==> src/osd_pkg.sv <==
package osd_pkg;

    // register map and bus geometry
    localparam int          ADDR_W       = 8;
    localparam int          DATA_W       = 32;
    localparam int          REG_W        = 16;
    localparam logic [7:0]  CSR_OFFSET   = 8'h00;

    // field positions inside the control/status register
    localparam int          NUM_REQ      = 4;
    localparam int          MODE_W       = 2;
    localparam int          MODE_LSB     = 0;
    localparam int          IE_BIT       = 8;
    localparam int          RSV_LSB      = 9;
    localparam int          RSV_MSB      = 11;
    localparam int          FLAG_LSB     = 12;
    localparam int          CTRL_W       = 9;

    // reset values
    localparam logic [15:0] CSR_RESET    = 16'h0000;
    localparam logic [8:0]  CTRL_RESET   = 9'h000;
    localparam logic [3:0]  FLAG_RESET   = 4'h0;

    // low-level sampling: divider ratios and number of low samples
    localparam int          DIV8         = 8;
    localparam int          DIV16        = 16;
    localparam int          DIV128       = 128;
    localparam int          PRESC_W      = 7;
    localparam int          SAMPLE_COUNT = 16;
    localparam int          CNT_W        = 5;

    // synchroniser depth on the request pins
    localparam int          SYNC_STAGES  = 3;

    typedef enum logic [1:0] {
        OSD_MODE_EDGE   = 2'b00,
        OSD_MODE_DIV8   = 2'b01,
        OSD_MODE_DIV16  = 2'b10,
        OSD_MODE_DIV128 = 2'b11
    } osd_mode_type;

endpackage

==> src/osd_sync.sv <==
module osd_sync #(
    parameter int WIDTH = 4
) (
    input  wire logic             clk,      // peripheral clock
    input  wire logic             rst_n,    // synchronous reset, active low
    input  wire logic [WIDTH-1:0] async_n,  // raw request pins, active low
    output logic      [WIDTH-1:0] level_n   // filtered level, active low
);
    logic [WIDTH-1:0] stage1;
    logic [WIDTH-1:0] stage2;
    logic [WIDTH-1:0] stage3;
    wire  [WIDTH-1:0] agree = ~(stage2 ^ stage3);
    wire  [WIDTH-1:0] next_level = (stage2 & agree) | (level_n & ~agree);

    // three flops, change taken on agreement
    always_ff @(posedge clk) begin
        if (!rst_n) begin
            stage1  <= '1;
            stage2  <= '1;
            stage3  <= '1;
            level_n <= '1;
        end else begin
            stage1  <= async_n;
            stage2  <= stage1;
            stage3  <= stage2;
            level_n <= next_level;
        end
    end

    chk_sync_agree: assert property (
        @(posedge clk) disable iff (!rst_n)
        (level_n != $past(level_n)) |-> $past(stage2 == stage3))
        else $error("filtered level changed without stage agreement");

endmodule // osd_sync

==> src/osd_detect.sv <==
module osd_detect (
    input  wire logic       clk,     // peripheral clock
    input  wire logic       rst_n,   // synchronous reset, active low
    input  wire logic       level_n, // synchronised request level
    input  wire logic [1:0] mode,    // detection mode code
    input  wire logic       tick,    // sampling tick for the mode
    output logic            detect   // request accepted: one-cycle pulse in mode 00, level otherwise
);
    logic [osd_pkg::CNT_W-1:0] low_cnt;
    logic                      level_d;
    logic [1:0]                mode_d;

    localparam logic [osd_pkg::CNT_W-1:0] FULL =
        osd_pkg::CNT_W'(osd_pkg::SAMPLE_COUNT);

    wire edge_mode = (mode == osd_pkg::OSD_MODE_EDGE);
    wire fell      = level_d & ~level_n;
    wire restart   = (mode != mode_d) | edge_mode;
    wire [osd_pkg::CNT_W-1:0] next_cnt =
        restart              ? '0 :
        !tick                ? low_cnt :
        level_n              ? '0 :
        (low_cnt == FULL)    ? low_cnt :
                               low_cnt + osd_pkg::CNT_W'(1);
    // sixteen consecutive low samples otherwise
    // a saturated count must not keep the request up once the pin is high
    wire next_detect = edge_mode ? fell : ((next_cnt == FULL) & ~level_n);

    always_ff @(posedge clk) begin
        if (!rst_n) begin
            low_cnt <= '0;
            level_d <= 1'b1;
            mode_d  <= 2'b00;
            detect  <= 1'b0;
        end else begin
            low_cnt <= next_cnt;
            level_d <= level_n;
            mode_d  <= mode;
            detect  <= next_detect;
        end
    end

    chk_edge_accept: assert property (
        @(posedge clk) disable iff (!rst_n)
        (edge_mode && level_d && !level_n) |=> detect)
        else $error("falling edge not accepted in edge mode");

    chk_low_count: assert property (
        @(posedge clk) disable iff (!rst_n)
        (!$past(edge_mode) && detect) |->
            (low_cnt == FULL) && !$past(level_n))
        else $error("level request accepted before sixteen low samples");

endmodule // osd_detect

==> src/osd_top.sv <==
// Functional notes
// - one 16-bit control/status register, all implemented bits reset to 0
// - bit 15 flags input 3 per mode in bits 7:6
// - bit 14 flags input 2 per mode in bits 5:4
// - bit 13 flags input 1 per mode in bits 3:2
// - bit 12 flags input 0 per mode in bits 1:0
// - a flag clears only by writing 0 after reading it as 1
// - reserved bits 11 to 9 read as 0
// - interrupt when any flag set and enable bit 8 is 1
// - mode 00 accepts a request on a falling input edge
// - nonzero modes need sixteen consecutive low samples
// - sampling rates are clock divided by 8, 16 and 128
// - any accepted request drives high-current pins to high impedance
// - writing 1 to a flag has no effect
module osd_top (
    input  wire logic                        clk,      // peripheral clock
    input  wire logic                        rst_n,    // sync reset, low
    input  wire logic                        psel,     // apb select
    input  wire logic                        penable,  // apb enable
    input  wire logic                        pwrite,   // apb direction
    input  wire logic [osd_pkg::ADDR_W-1:0]  paddr,    // apb byte address
    input  wire logic [osd_pkg::DATA_W-1:0]  pwdata,   // apb write data
    output logic      [osd_pkg::DATA_W-1:0]  prdata,   // apb read data
    output logic                             pready,   // apb ready
    output logic                             pslverr,  // apb error
    input  wire logic [osd_pkg::NUM_REQ-1:0] shutdown_request_inputs_n, // pins
    output logic                             irq,      // interrupt request
    output logic                             hiz_req   // pins to high-z
);
    localparam int N = osd_pkg::NUM_REQ;

    // ------------------------------------------------------------------
    // register state
    // ------------------------------------------------------------------
    logic [osd_pkg::CTRL_W-1:0]  ctrl;
    logic [N-1:0]                flag;
    logic [N-1:0]                armed;
    logic [osd_pkg::PRESC_W-1:0] presc;

    wire [N-1:0] level_n;
    wire [N-1:0] detect;

    // ------------------------------------------------------------------
    // helper functions
    // ------------------------------------------------------------------
    function automatic logic [1:0] mode_of(
        input logic [osd_pkg::CTRL_W-1:0] c,
        input int                         idx
    );
        mode_of = c[osd_pkg::MODE_LSB + osd_pkg::MODE_W*idx +: 2];
    endfunction

    // true on the last count of a divider period
    function automatic logic period_end(
        input logic [osd_pkg::PRESC_W-1:0] cnt,
        input int                          div
    );
        logic [osd_pkg::PRESC_W-1:0] mask;
        mask = osd_pkg::PRESC_W'(div - 1);
        period_end = ((cnt & mask) == mask);
    endfunction

    // mode code chooses the sampling rate
    function automatic logic tick_for(
        input logic [1:0]                  mode,
        input logic [osd_pkg::PRESC_W-1:0] cnt
    );
        unique case (osd_pkg::osd_mode_type'(mode))
            osd_pkg::OSD_MODE_EDGE:   tick_for = 1'b0;
            osd_pkg::OSD_MODE_DIV8:   tick_for = period_end(cnt, osd_pkg::DIV8);
            osd_pkg::OSD_MODE_DIV16:  tick_for = period_end(cnt,
                                                            osd_pkg::DIV16);
            osd_pkg::OSD_MODE_DIV128: tick_for = period_end(cnt,
                                                            osd_pkg::DIV128);
        endcase
    endfunction

    // ------------------------------------------------------------------
    // apb decode
    // ------------------------------------------------------------------
    wire addr_hit  = (paddr == osd_pkg::CSR_OFFSET);
    wire setup     = psel & ~penable;
    wire access_ok = psel & penable & pready;
    wire wr_done   = access_ok & pwrite & addr_hit;
    wire rd_done   = access_ok & ~pwrite & addr_hit;

    wire [osd_pkg::REG_W-1:0] csr_view = {
        flag,
        3'b000,
        ctrl
    };

    wire [osd_pkg::DATA_W-1:0] next_prdata =
        (setup & ~pwrite & addr_hit) ? {16'h0000, csr_view} : '0;

    // flags seen as 1 by the read just completed
    wire [N-1:0] read_ones =
        prdata[osd_pkg::FLAG_LSB +: N] & {N{rd_done}};

    wire [N-1:0] wr_flag_bits = pwdata[osd_pkg::FLAG_LSB +: N];

    // a zero clears only an armed flag
    // a one written to a flag is ignored
    wire [N-1:0] clr = {N{wr_done}} & armed & ~wr_flag_bits;

    // reserved bits are masked off, never stored
    wire [osd_pkg::CTRL_W-1:0] next_ctrl =
        wr_done ? pwdata[osd_pkg::CTRL_W-1:0] : ctrl;

    // set wins over a clear in the same cycle
    wire [N-1:0] next_flag = detect | (flag & ~clr);

    wire [N-1:0] next_armed = wr_done ? '0 : (armed | read_ones);

    wire next_ie = next_ctrl[osd_pkg::IE_BIT];

    wire next_irq = next_ie & (|next_flag);

    // any accepted request forces high impedance
    wire next_hiz = |next_flag;

    // one free-running prescaler serves all three rates
    wire [osd_pkg::PRESC_W-1:0] next_presc = presc + osd_pkg::PRESC_W'(1);

    // ------------------------------------------------------------------
    // registers
    // ------------------------------------------------------------------
    // everything implemented resets to zero
    always_ff @(posedge clk) begin
        if (!rst_n) begin
            ctrl    <= osd_pkg::CTRL_RESET;
            flag    <= osd_pkg::FLAG_RESET;
            armed   <= '0;
            presc   <= '0;
            prdata  <= '0;
            pready  <= 1'b0;
            pslverr <= 1'b0;
            irq     <= 1'b0;
            hiz_req <= 1'b0;
        end else begin
            ctrl    <= next_ctrl;
            flag    <= next_flag;
            armed   <= next_armed;
            presc   <= next_presc;
            prdata  <= next_prdata;
            pready  <= setup;
            pslverr <= setup & ~addr_hit;
            irq     <= next_irq;
            hiz_req <= next_hiz;
        end
    end

    // ------------------------------------------------------------------
    // input path: synchronise, then detect per input
    // ------------------------------------------------------------------
    // pins pass the synchroniser first
    osd_sync #(
        .WIDTH   (N)
    ) u_sync (
        .clk     (clk),
        .rst_n   (rst_n),
        .async_n (shutdown_request_inputs_n),
        .level_n (level_n)
    );

    for (genvar i = 0; i < N; i++) begin : g_det
        wire [1:0] mode_i = mode_of(ctrl, i);
        wire       tick_i = tick_for(mode_i, presc);

        osd_detect u_det (
            .clk     (clk),
            .rst_n   (rst_n),
            .level_n (level_n[i]),
            .mode    (mode_i),
            .tick    (tick_i),
            .detect  (detect[i])
        );

        // a detection sets the matching flag
        chk_flag_set: assert property (
            @(posedge clk) disable iff (!rst_n)
            detect[i] |=> flag[i])
            else $error("detection did not set its flag");

        // a fall needs an armed zero write
        chk_clear_armed: assert property (
            @(posedge clk) disable iff (!rst_n)
            (!flag[i] && $past(flag[i])) |->
                $past(wr_done && armed[i] &&
                      !pwdata[osd_pkg::FLAG_LSB + i]))
            else $error("flag cleared without read-then-write-zero");

        // a write alone never sets a flag
        chk_one_ignored: assert property (
            @(posedge clk) disable iff (!rst_n)
            (wr_done && !flag[i] && !detect[i]) |=> !flag[i])
            else $error("write of one set a request flag");

        chk_arm_read: assert property (
            @(posedge clk) disable iff (!rst_n)
            (rd_done && prdata[osd_pkg::FLAG_LSB + i]) |=> armed[i])
            else $error("read of a set flag did not arm it");

        chk_disarm_write: assert property (
            @(posedge clk) disable iff (!rst_n)
            wr_done |=> !armed[i])
            else $error("write left a flag armed");

        chk_flag_sticky: assert property (
            @(posedge clk) disable iff (!rst_n)
            (flag[i] && !wr_done) |=> flag[i])
            else $error("flag dropped without a write");
    end

    // ------------------------------------------------------------------
    // checks
    // ------------------------------------------------------------------
    // zero after reset
    chk_reset_zero: assert property (
        @(posedge clk)
        (!$past(rst_n) && rst_n) |->
            (csr_view == osd_pkg::CSR_RESET) && !irq && !hiz_req)
        else $error("register not zero after reset");

    chk_reserved_zero: assert property (
        @(posedge clk) disable iff (!rst_n)
        (pready && !pwrite) |->
            (prdata[osd_pkg::RSV_MSB:osd_pkg::RSV_LSB] == 3'b000) &&
            (prdata[osd_pkg::DATA_W-1:osd_pkg::REG_W] == 16'h0000))
        else $error("reserved bits read nonzero");

    chk_irq_gate: assert property (
        @(posedge clk) disable iff (!rst_n)
        ##1 (irq == ((|flag) && ctrl[osd_pkg::IE_BIT])))
        else $error("interrupt does not follow flags and enable");

    chk_hiz_follow: assert property (
        @(posedge clk) disable iff (!rst_n)
        (|detect) |=> hiz_req && (|flag))
        else $error("high impedance request missing with flag set");

    chk_tick8_period: assert property (
        @(posedge clk) disable iff (!rst_n)
        period_end(presc, osd_pkg::DIV8) |=>
            !period_end(presc, osd_pkg::DIV8) [*7] ##1
            period_end(presc, osd_pkg::DIV8))
        else $error("divide-by-8 tick period wrong");

    chk_tick128_rate: assert property (
        @(posedge clk) disable iff (!rst_n)
        (mode_of(ctrl, 3) == osd_pkg::OSD_MODE_DIV128 &&
         g_det[3].tick_i) |-> (presc == 7'h7F))
        else $error("code 11 does not select divide by 128");

    chk_pready_once: assert property (
        @(posedge clk) disable iff (!rst_n)
        (psel && !penable) |=> pready ##1 !pready)
        else $error("apb ready not a single access cycle");

    chk_irq_masked: assert property (
        @(posedge clk) disable iff (!rst_n)
        !ctrl[osd_pkg::IE_BIT] |-> !irq)
        else $error("interrupt raised while disabled");

    chk_hiz_level: assert property (
        @(posedge clk) disable iff (!rst_n)
        hiz_req == (|flag))
        else $error("high impedance request differs from flags");

    chk_tick16_period: assert property (
        @(posedge clk) disable iff (!rst_n)
        period_end(presc, osd_pkg::DIV16) |=>
            !period_end(presc, osd_pkg::DIV16) [*8] ##1
            !period_end(presc, osd_pkg::DIV16) [*7] ##1
            period_end(presc, osd_pkg::DIV16))
        else $error("divide-by-16 tick period wrong");

    chk_edge_no_tick: assert property (
        @(posedge clk) disable iff (!rst_n)
        (mode_of(ctrl, 0) == osd_pkg::OSD_MODE_EDGE) |-> !g_det[0].tick_i)
        else $error("edge mode produced a sampling tick");

    chk_tick8_rate: assert property (
        @(posedge clk) disable iff (!rst_n)
        (mode_of(ctrl, 1) == osd_pkg::OSD_MODE_DIV8 &&
         g_det[1].tick_i) |-> (presc[2:0] == 3'h7))
        else $error("code 01 does not select divide by 8");

    chk_tick16_rate: assert property (
        @(posedge clk) disable iff (!rst_n)
        (mode_of(ctrl, 2) == osd_pkg::OSD_MODE_DIV16 &&
         g_det[2].tick_i) |-> (presc[3:0] == 4'hF))
        else $error("code 10 does not select divide by 16");

    chk_err_unmapped: assert property (
        @(posedge clk) disable iff (!rst_n)
        (setup && !addr_hit) |=> pready && pslverr && (prdata == '0))
        else $error("unmapped access not answered with an error");

    chk_err_no_write: assert property (
        @(posedge clk) disable iff (!rst_n)
        (access_ok && !addr_hit) |=> $stable(ctrl))
        else $error("unmapped write changed the register");

    chk_read_value: assert property (
        @(posedge clk) disable iff (!rst_n)
        (setup && !pwrite && addr_hit) |=>
            (prdata == {16'h0000, $past(csr_view)}))
        else $error("read data differs from the register");

    chk_write_ctrl: assert property (
        @(posedge clk) disable iff (!rst_n)
        wr_done |=> (ctrl == $past(pwdata[osd_pkg::CTRL_W-1:0])))
        else $error("write did not store the control bits");

endmodule // osd_top

==> config.mk <==
export PLATFORM = sky130hd
export DESIGN_NAME = osd_top
export DESIGN_NICKNAME = d
export VERILOG_FILES = /design/src/osd_pkg.sv /design/src/osd_sync.sv /design/src/osd_detect.sv /design/src/osd_top.sv
export SDC_FILE = /design/constraint.sdc
export NUM_CORES = 1
export LEC_CHECK = 0
export BUFFER_PORTS_ARGS = -buffer_cell sky130_fd_sc_hd__buf_2
export CORE_MARGIN = 5
export CORE_UTILIZATION = 51
export CTS_BUF_LIST = sky130_fd_sc_hd__clkbuf_4
export CTS_CLUSTER_DIAMETER = 60
export DETAILED_ROUTE_END_ITERATION = 16
export HOLD_SLACK_MARGIN = 0.15
export PLACE_DENSITY_LB_ADDON = 0.15
export SKIP_LAST_GASP = 1
export SYNTH_ARGS = -nofsm -noshare
export SYNTH_HDL_FRONTEND = slang
export SYNTH_SLANG_ARGS = --single-unit
==> constraint.sdc <==
create_clock -name clk -period 1.9 [get_ports clk]
set_input_delay 0.19 -clock clk [delete_from_list [all_inputs] [get_ports clk]]
set_output_delay 0.19 -clock clk [all_outputs]
set_load 0.1 [all_outputs]
==> reports/results.txt, run 1 <==
Cell Pwr Density: 671.5 mW/mm²
CP required: 2.22 ns
WP data arrival: 2.18 ns
# DRC: 0
Startpoint Class: input port
Full die area: 0.01000 mm²
Hold WC Path Type: in -> reg
Antenna-violating nets left: 0
Fin. max-slew vios: 0
Initial DRT Pass Iterations: 4
Main synth FF type: dfxtp_1
FF/Latch Area: 0.001871 mm²
Fin. Hold Viols: 0
1st-iter DRT viols: 68
Initial Util: 52.92%
F_max: 538.8 MHz
Wire length per cell: 12.45 µm
Final period utilization: 97.68%
Cell taking the most area after synthesis: dfxtp_1
Crit-path max FO: 6
Async SR Flop Fraction: 0%
Leakage: 2.104 nW
CTS tree: yes
Post-synth top area share: 45.06%
Worst r2r src: pready
Ys Warns: 0
Avg Cell Area, Syn: 8.923 µm²
Initial antenna violation count: 0
Min-Delay Path Depth: 4
Cell internal pwr: 2.449 mW
First-pass GRT wire length: 13500 µm
Core Rows: 32
Multi-input gate area: 0.002142 mm²
CTS root buffer: clkbuf_4
Maxcap violations: 0
CTS sink count: 93
Worst path buffer plus inverter count: 2
Combinational share of power: 9.0%
Die Height: 100.0 µm
Util after Layout: 63.89%
Endpoint, Worst Hold: flag[3]
Register share of total power: 59.1%
Post-synth EDFFs: 0
Finish-stage setup viols: 0
Ranking of synthesized cells by area: dfxtp_1 45%, nor2_1 4.5%, and2_1 4.4%, mux2i_1 3.9%, buf_4 3.5%
Via count of the first global-routing pass: 3130
Max VDD drop: 0.0003666 V
Vias/cell: 5.069
GPL Wtd Cong: 0.8511
Reg2Reg Depth: 6
Layout fillers: 696
Clock transition at the registers of the reported paths: 0.14 ns
CP delay by family, top: simple AND/OR/NAND/NOR gates
Least-Margin Pin Slew: 0.4957 ns
Critical path class: in -> reg
Worst slew margin: 66.70%
Setup Skew: 0.01336 ns
Status: completed
Synth Instances: 463
CP max stage delay: 0.52 ns
Switching Fraction: 26.90%
Total grt overflow: 0
Worst flop-to-flop path endpoint: hiz_req
Number of port buffers: 46
Setup slack, reg-to-reg: 0.06 ns
Final net count: 608
CTS buffer count: 9
Total routed wirelength: 8165 µm
Die W: 100.0 µm
Core ar.: 0.007807 mm²
Clock Latency Late Sink: 0.43 ns
Ports: 85
Slowest-stage cell, CP: dlygate4sd3_1
Hold path startpoint: pwdata[15]
Setup TNS after final layout: 0 ns
Sequential area share after synthesis: 45.06%
Ant diodes: 0
FF+latch count, synth: 93
Sequence of cells on the critical path: dlygate4sd3_1, buf_2, and3_1, nand4_1, or3b_1, a21o_1, nor4_4, nor2b_1
H-Tree Depth: 3
Vias after detailed routing: 3325
Layout cell share with drive strength beyond 1: 20.04%
Netlist cell types: 54
RSZ-0062 raised after global routing: yes
Crit end category: flop
Largest net degree at the start of global routing: 55
Synth-to-Final Area Change: 20.74%
Total Power: 3.350 mW
Final worst path period need: 1.856 ns
Post-Syn Area: 0.004131 mm²
Final HPWL DP: 5830 µm
CTS Buffer Depth: 2
Gr usage total: 16.50%
Switch Pwr: 901.1 µW
Clock network power share: 31.9%
## metal layers
layer / global-route usage [%] / up-vias / wire, µm
met5: 0 / - / 0
met4: 5.389 / 0 / 96
met3: 3.892 / 7 / 537
met2: 27.30 / 84 / 3590
met1: 21.26 / 1517 / 3941
li1: - / 1717 / -
## worst reg2reg max path: stages (launching register included)
cell and delay (ns):
dfxtp_4 0.38, and3_1 0.15, nand4_1 0.20, or3b_1 0.43, a21o_1 0.22, nor4_4 0.29, nor2b_1 0.07
## state kept, by name, summed over array words and instances (netlist names), named ones only
register and count:
armed 4, ctrl 9, flag 4, g_det.u_det.detect 4
g_det.u_det.level_d 4, g_det.u_det.low_cnt 20, g_det.u_det.mode_d 8, hiz_req 1
irq 1, prdata 13, pready 1, presc 7
pslverr 1, u_sync.stage1 4, u_sync.stage2 4, u_sync.stage3 4
## cell usage after synthesis (4+ instances only)
cell and instances:
or2_2 4, inv_1 14, nor2b_1 18, nand3b_1 7, clkbuf_1 16, buf_4 19, ha_1 10, and2_1 29
a21oi_1 28, nand2b_1 19, mux2i_1 16, nand4_1 4, xor2_1 4, nor3b_1 4, nand2_1 30, nor3_1 9
nand3_1 14, nor2_1 49, o21ai_0 14, a21o_1 5, dfxtp_1 93, xnor2_1 8
## cell type report
| class | count | area share [%] |
|---|---|---|
| repair buffers | 94 | 13.09 |
| inverters | 14 | 1.053 |
| multi-input cells | 337 | 42.94 |
| well taps | 102 | 2.558 |
| clock inverters | 7 | 1.505 |
| flip-flops and latches | 93 | 37.50 |
| clock buffers | 9 | 1.354 |
## worst max path at each step
stage | startpoint | slack (ns) | cells past startpoint | endpoint
2_1_floorplan | pready | 0.03 | 6 | hiz_req
3_3_place_gp | paddr[1] | -0.12 | 7 | hiz_req
3_5_place_dp | paddr[1] | -0.15 | 7 | hiz_req
4_1_cts | pready | 0.001 | 6 | hiz_req
5_1_grt | pready | -0.04 | 6 | hiz_req
6_report | penable | 0.04 | 8 | hiz_req
## cell usage in the layout (no fill, tap or decap), types with 19 or more instances in the layout
cell           synthesis  layout
conb_1                 1      19
and2_1                29      29
buf_2                  2      46
a21oi_1               28      27
buf_4                 19      27
nor2_1                49      48
nand2b_1              19      19
nand2_1               30      30
dfxtp_1               93      88
dlygate4sd3_1          0      20
## metrics by stage
step | cell area, µm² | cells | hold WS (ns) | setup slack [ns]
2_1_floorplan | 4203 | 481 | 0.2687 | 0.02592
4_1_cts | 4906 | 655 | 0.1987 | 0.0009643
3_5_place_dp | 4563 | 619 | 0.3751 | -0.1502
5_1_grt | 4989 | 656 | 0.2415 | -0.03990
6_report | 4989 | 656 | 0.2591 | 0.04407
3_3_place_gp | 4563 | 619 | 0.3731 | -0.1244
## power by group through the flow
| stage | sequential, mW | clock (mW) | combinational (mW) |
|---|---|---|---|
| 2_1_floorplan | 2.03 | 0 | 0.232 |
| 3_3_place_gp | 2.02 | 0 | 0.268 |
| 3_5_place_dp | 2.02 | 0 | 0.270 |
| 4_1_cts | 1.98 | 1.12 | 0.298 |
| 5_1_grt | 1.98 | 1.20 | 0.318 |
| 6_report | 1.98 | 1.07 | 0.302 |
## cells by family after synthesis
| group | Yosys count | share of synthesized area (%) |
|---|---|---|
| AOI/OAI and AO/OA | 74 | 11.45 |
| muxes | 16 | 3.876 |
| xor gates and xnor gates | 12 | 2.544 |
| buffers and inverters | 51 | 6.420 |
| and+or+nand+nor | 206 | 27.53 |
| other | 1 | 0.09077 |
| adders and majority gates | 10 | 3.028 |
| DFF | 93 | 45.06 |
## what timing repair did
item	in CTS	in global routing
endpoints found under the hold margin	18	0
resized for setup	0	17
hold buffers	20	0
setup buffers	0	1
setup endpoints to repair	1	12
pin swaps	1	4
Note: power is estimated with default switching activity, not from simulation.
==> inputs of run 2 (changes only) <==
- RECOVER_POWER: default -> 100
==> run 2 against run 1 <==
Effect of this change:
- largest power group unchanged
- worst hold slack worse by 0.0012 ns
- design area hardly changed
- wire length hardly changed
- combinational power hardly changed
- maximum frequency hardly changed
- global-route usage stayed put
- cell count stayed put
- critical endpoint unchanged
- register-to-register slack hardly changed
- core utilization hardly changed
==> reports/results.txt, run 2 (synthesis gave the netlist of run 1 again) <==
Core Rows: 32 (unchanged)
Slowest-stage cell, CP: dlygate4sd3_1
Final worst path period need: 1.854 ns (-0.001713 ns)
# DRC: 0 (unchanged)
Total routed wirelength: 8171 µm (about the same)
Ports: 85 (unchanged)
Leakage: 2.098 nW (-0.31%)
CTS tree: yes
Crit end category: flop
Setup slack, reg-to-reg: 0.06 ns (about the same)
Status: completed
FF/Latch Area: 0.001871 mm² (unchanged)
Ant diodes: 0 (unchanged)
Most common cell after layout, fill and taps aside: dfxtp_1
Final net count: 608 (unchanged)
Die Height: 100.0 µm (unchanged)
Number of port buffers: 46 (unchanged)
Antenna-violating nets left: 0 (unchanged)
Final period utilization: 97.59% (about the same)
Cell Pwr Density: 672.0 mW/mm² (about the same)
Worst path buffer plus inverter count: 2 (unchanged)
Layout fillers: 697 (+0.14%)
Initial antenna violation count: 0 (unchanged)
Hold WC Path Type: in -> reg
Startpoint Class: input port
CTS root buffer: clkbuf_4
Fin. Hold Viols: 0 (unchanged)
CTS Buffer Depth: 2 (unchanged)
CTS sink count: 93 (unchanged)
Sequence of cells on the critical path: dlygate4sd3_1, buf_2, and3_1, nand4_1, or3b_1, a21o_1, nor4_4, nor2b_1
Clock Latency Late Sink: 0.43 ns (about the same)
1st-iter DRT viols: 68 (unchanged)
RSZ-0062 raised after global routing: yes
Fin cells: 656 (unchanged)
Total Power: 3.351 mW (about the same)
F_max: 539.3 MHz (about the same)
Commonest cells after routing, fill and taps aside: 88 x dfxtp_1, 48 x nor2_1, 45 x buf_2, 30 x nand2_1
Initial Util: 52.92% (unchanged)
Wire length per cell: 12.46 µm (about the same)
Vias after detailed routing: 3331 (+0.18%)
Vias/cell: 5.078 (+0.18%)
Worst slew margin: 66.66% (about the same)
Max VDD drop: 0.0003658 V (-0.21%)
CP max stage delay: 0.52 ns (about the same)
Setup Skew: 0.01338 ns (+0.00001140 ns)
Placed cell count: 619 (unchanged)
CP required: 2.23 ns (about the same)
Fin. max-slew vios: 0 (unchanged)
Critical path class: in -> reg
Crit-path max FO: 6 (unchanged)
Clock transition at the registers of the reported paths: 0.14 ns (about the same)
Least-Margin Pin Slew: 0.4962 ns (+0.0005680 ns)
Biggest register: g_det.u_det.low_cnt
Via count of the first global-routing pass: 3130 (unchanged)
H-Tree Depth: 3 (unchanged)
Multi-input gate area: 0.002142 mm² (unchanged)
Max reg flops: 20 (unchanged)
Top Registers: g_det.u_det.low_cnt x20, prdata x13, ctrl x9
CTS buffer count: 9 (unchanged)
Gr usage total: 16.50% (unchanged)
Hold WS: 0.2579 ns (-0.001171 ns)
Synth-to-Final Area Change: 20.71% (about the same)
Die W: 100.0 µm (unchanged)
Final HPWL DP: 5830 µm (unchanged)
GPL Wtd Cong: 0.8511 (unchanged)
Layout cell share with drive strength beyond 1: 19.86% (-0.18 points)
Largest net degree at the start of global routing: 55 (unchanged)
WP data arrival: 2.18 ns (about the same)
Finish-stage setup viols: 0 (unchanged)
Maxcap violations: 0 (unchanged)
Core ar.: 0.007807 mm² (unchanged)
First-pass GRT wire length: 13500 µm (unchanged)
Total grt overflow: 0 (unchanged)
CP delay by family, top: simple AND/OR/NAND/NOR gates
Initial DRT Pass Iterations: 4 (unchanged)
Full die area: 0.01000 mm² (unchanged)
[run 2: cell count changes in the layout (fill, tap and decap cells not counted)]
cell / before / now
clkbuf_1: 0 / 1
and2_0: 0 / 4
buf_2: 46 / 45
and2_1: 29 / 25
[run 2: power by group]
group,total [mW],internal (mW),leakage [nW],switching [mW]
clock network,1.07,0.405,0.0685,0.664
registers,1.98,1.97,0.755,0.0116
logic,0.302,0.0744,1.27,0.228
[run 2: area by class of cell]
class,instances,share of cell area [%]
Multi-Input combinational cell,337,42.95
Timing Repair Buffer,94,13.07
Clock inverter,7,1.505
Tap cell,102,2.559
Sequential cell,93,37.51
Inverter,14,1.054
Clock buffer,9,1.355
[run 2: per-layer routing]
layer	track usage [%]	vias to the layer above	part of all wire (%)
li1	-	1718	-
met1	21.26	1523	49
met2	27.30	84	44
met3	3.892	6	6.4
met4	5.389	0	1.2
met5	0	-	0
[run 2: timing repair]
action	CTS	global route
cloned	0	0
hold buffers	20	0
endpoints found under the setup margin	1	12
hold endpoints to repair	18	0
gates resized for setup	0	17
buffers inserted	0	1
pin swaps	1	4
[run 2: final timing paths]
path                         start               end  depth (start not counted)
setup / recovery           penable           hiz_req                          8
hold / removal          pwdata[15]           flag[3]                          4
setup reg to reg            pready           hiz_req                          6
hold reg to reg   u_sync.stage1[2]  u_sync.stage2[2]                          1
[run 2: worst register-to-register path: stages, from the launching register on]
cell	delay, ns
dfxtp_4	0.38
and3_1	0.15
nand4_1	0.20
or3b_1	0.43
a21o_1	0.22
nor4_4	0.29
nor2b_1	0.07
[run 2: through the flow]
step / utilization (%) / setup TNS [ns] / setup WS (ns) / cell area [µm²]
floorplan: - / 0 / 0.02592 / 4203
global placement: 58.45 / -0.2473 / -0.1244 / 4563
detailed placement: 58.45 / -0.2953 / -0.1502 / 4563
CTS: 62.84 / 0 / 0.0009643 / 4906
global route: 63.88 / -0.05541 / -0.03990 / 4987
finish: 63.88 / 0 / 0.04579 / 4987
==> inputs of run 3 (changes only) <==
- CORE_MARGIN: 5 -> default
==> run 3 against run 2 <==
Effect of this change:
- design area shrank 0.20%
- die area decreased by 15%
- maximum frequency is 2.3% higher
- non-clock buffer count decreased by 2
- wire length is 6.0% lower
- global-route usage rose by 2.7 points
- power is 7.1% higher
- worst hold slack lost 0.078 ns
- cell count fell by 0.30%
- count of clock-buffer cells in the layout rose by 1
- core utilization increased by 0.20 points
- worst setup slack gained 0.041 ns
==> reports/results.txt, run 3 (synthesis gave the netlist of run 1 again) <==
Initial Util: 53.19% (+0.27 points)
Number of port buffers: 46 (unchanged)
Startpoint Class: input port
Crit end category: flop
Max reg flops: 20 (unchanged)
Via count of the first global-routing pass: 3052 (-2.5%)
Commonest cells after routing, fill and taps aside: 92 x dfxtp_1, 48 x nor2_1, 30 x nand2_1, 27 x buf_2, 26 x a21oi_1
Most common cell after layout, fill and taps aside: dfxtp_1
Gr usage total: 19.18% (+2.7 points)
Fin. Hold Viols: 0 (unchanged)
Finish-stage setup viols: 0 (unchanged)
Initial DRT Pass Iterations: 4 (unchanged)
Status: completed
Largest net degree at the start of global routing: 55 (unchanged)
Fin cells: 654 (-0.30%)
# DRC: 0 (unchanged)
Placed Area: 0.004541 mm² (-0.49%)
Util after Layout: 64.08% (+0.20 points)
1st-iter DRT viols: 80 (+18%)
Biggest register: g_det.u_det.low_cnt
Layout cell share with drive strength beyond 1: 18.66% (-1.2 points)
Total routed wirelength: 7678 µm (-6.0%)
CTS buffer count: 9 (unchanged)
WP data arrival: 2.14 ns (-0.04 ns)
Least-Margin Pin Slew: 0.5462 ns (+0.04995 ns)
Core Rows: 32 (unchanged)
Clock transition at the registers of the reported paths: 0.14 ns (about the same)
Total Power: 3.590 mW (+7.1%)
Worst setup margin: 0.08721 ns (+0.04143 ns)
F_max: 551.6 MHz (+2.3%)
Maxcap violations: 0 (unchanged)
Synth-to-Final Area Change: 20.47%
Max VDD drop: 0.0006307 V (+72%)
Crit-path max FO: 6 (unchanged)
Ant diodes: 0 (unchanged)
H-Tree Depth: 3 (unchanged)
Total grt overflow: 0 (unchanged)
CP required: 2.23 ns (about the same)
Wire length per cell: 11.74 µm (-5.7%)
Hold WS: 0.1804 ns (-0.07758 ns)
Clock Latency Late Sink: 0.42 ns (about the same)
Leakage: 2.079 nW (-0.90%)
Hold WC Path Type: in -> reg
Full die area: 0.008465 mm² (-15%)
Critical path class: in -> reg
Final worst path period need: 1.813 ns (-0.04143 ns)
Final net count: 606 (-0.33%)
Initial antenna violation count: 0 (unchanged)
CTS sink count: 93 (unchanged)
Setup TNS after final layout: 0 ns (unchanged)
Cell Pwr Density: 721.2 mW/mm² (+7.3%)
Placed cell count: 616 (-0.48%)
CTS tree: yes
Ports: 85 (unchanged)
First-pass GRT wire length: 13120 µm (-2.8%)
Antenna-violating nets left: 0 (unchanged)
Fin. max-slew vios: 0 (unchanged)
Final HPWL DP: 5434 µm (-6.8%)
Dpl ws: -0.09756 ns (+0.05268 ns)
Core ar.: 0.007767 mm² (-0.51%)
Die W: 92.01 µm (-8.0%)
Die Height: 92.01 µm (-8.0%)
RSZ-0062 raised after global routing: yes
GPL Wtd Cong: 0.8517 (about the same)
CTS Buffer Depth: 2 (unchanged)
Top Registers: g_det.u_det.low_cnt x20, prdata x13, ctrl x9
CTS root buffer: clkbuf_4
Post-route cell area: 0.004977 mm² (-0.20%)
Final period utilization: 95.41% (-2.2 points)
Worst slew margin: 63.74% (-2.9 points)
Vias/cell: 5.057 (-0.42%)
Setup Skew: 0.01987 ns (+0.006499 ns)
Vias after detailed routing: 3307 (-0.72%)
run 3: cell types whose count changed in the layout (fill, tap and decap cells not counted), moves of 2 or more:
cell,delta
clkbuf_2,+18
clkbuf_1,+4
and2_1,-3
clkinvlp_4,-2
clkbuf_4,+6
buf_4,-11
bufinv_16,+2
and2_0,+3
dfxtp_1,+4
buf_2,-18
dfxtp_2,-4
run 3: repair_timing:
item | 4_1_cts | 5_1_grt
buffers inserted | 0 | 3
resized for setup | 2 | 13
cloned | 0 | 0
pin swaps | 0 | 8
hold buffers | 19 | 0
hold endpoints to repair | 17 | 0
setup endpoints to repair | 5 | 15
run 3: per-layer routing:
| layer | vias to the layer above | GRT usage [%] | share of wire [%] |
|---|---|---|---|
| li1 | 1707 | - | - |
| met1 | 1500 | 24.39 | 49 |
| met2 | 85 | 32.40 | 45 |
| met3 | 15 | 3.400 | 4.1 |
| met4 | 0 | 7.161 | 1.4 |
| met5 | - | 0 | 0 |
run 3: where the power goes:
| group | internal [mW] | leakage [nW] | switching [mW] |
|---|---|---|---|
| logic | 0.0723 | 1.23 | 0.224 |
| registers | 1.97 | 0.753 | 0.00951 |
| clock network | 0.682 | 0.0947 | 0.634 |
| total | 2.72 | 2.08 | 0.868 |
run 3: final cells by class:
cell class,count,area [µm²]
Fill cell,656,2790
Multi-Input combinational cell,337,2123
Sequential cell,93,1866
Clock inverter,6,110.1
Tap cell,102,127.6
Clock buffer,10,75.07
Inverter,14,52.55
Timing Repair Buffer,92,623.1
run 3: worst paths after layout:
path                         start          endpoint  slack (ns)  cells after the start
setup reg to reg            pready           hiz_req        0.10                      7
setup / recovery           penable           hiz_req        0.09                      9
hold reg to reg   u_sync.stage1[2]  u_sync.stage2[2]        0.42                      1
hold / removal            paddr[2]           pslverr        0.18                      4
run 3: worst max-delay path: stages:
cell and delay (ns):
dlygate4sd3_1 0.52, buf_2 0.11, and3_1 0.14, nand4_1 0.10, buf_6 0.15, or3b_1 0.36
a21o_1 0.18, nor4_2 0.31, nor2b_1 0.08
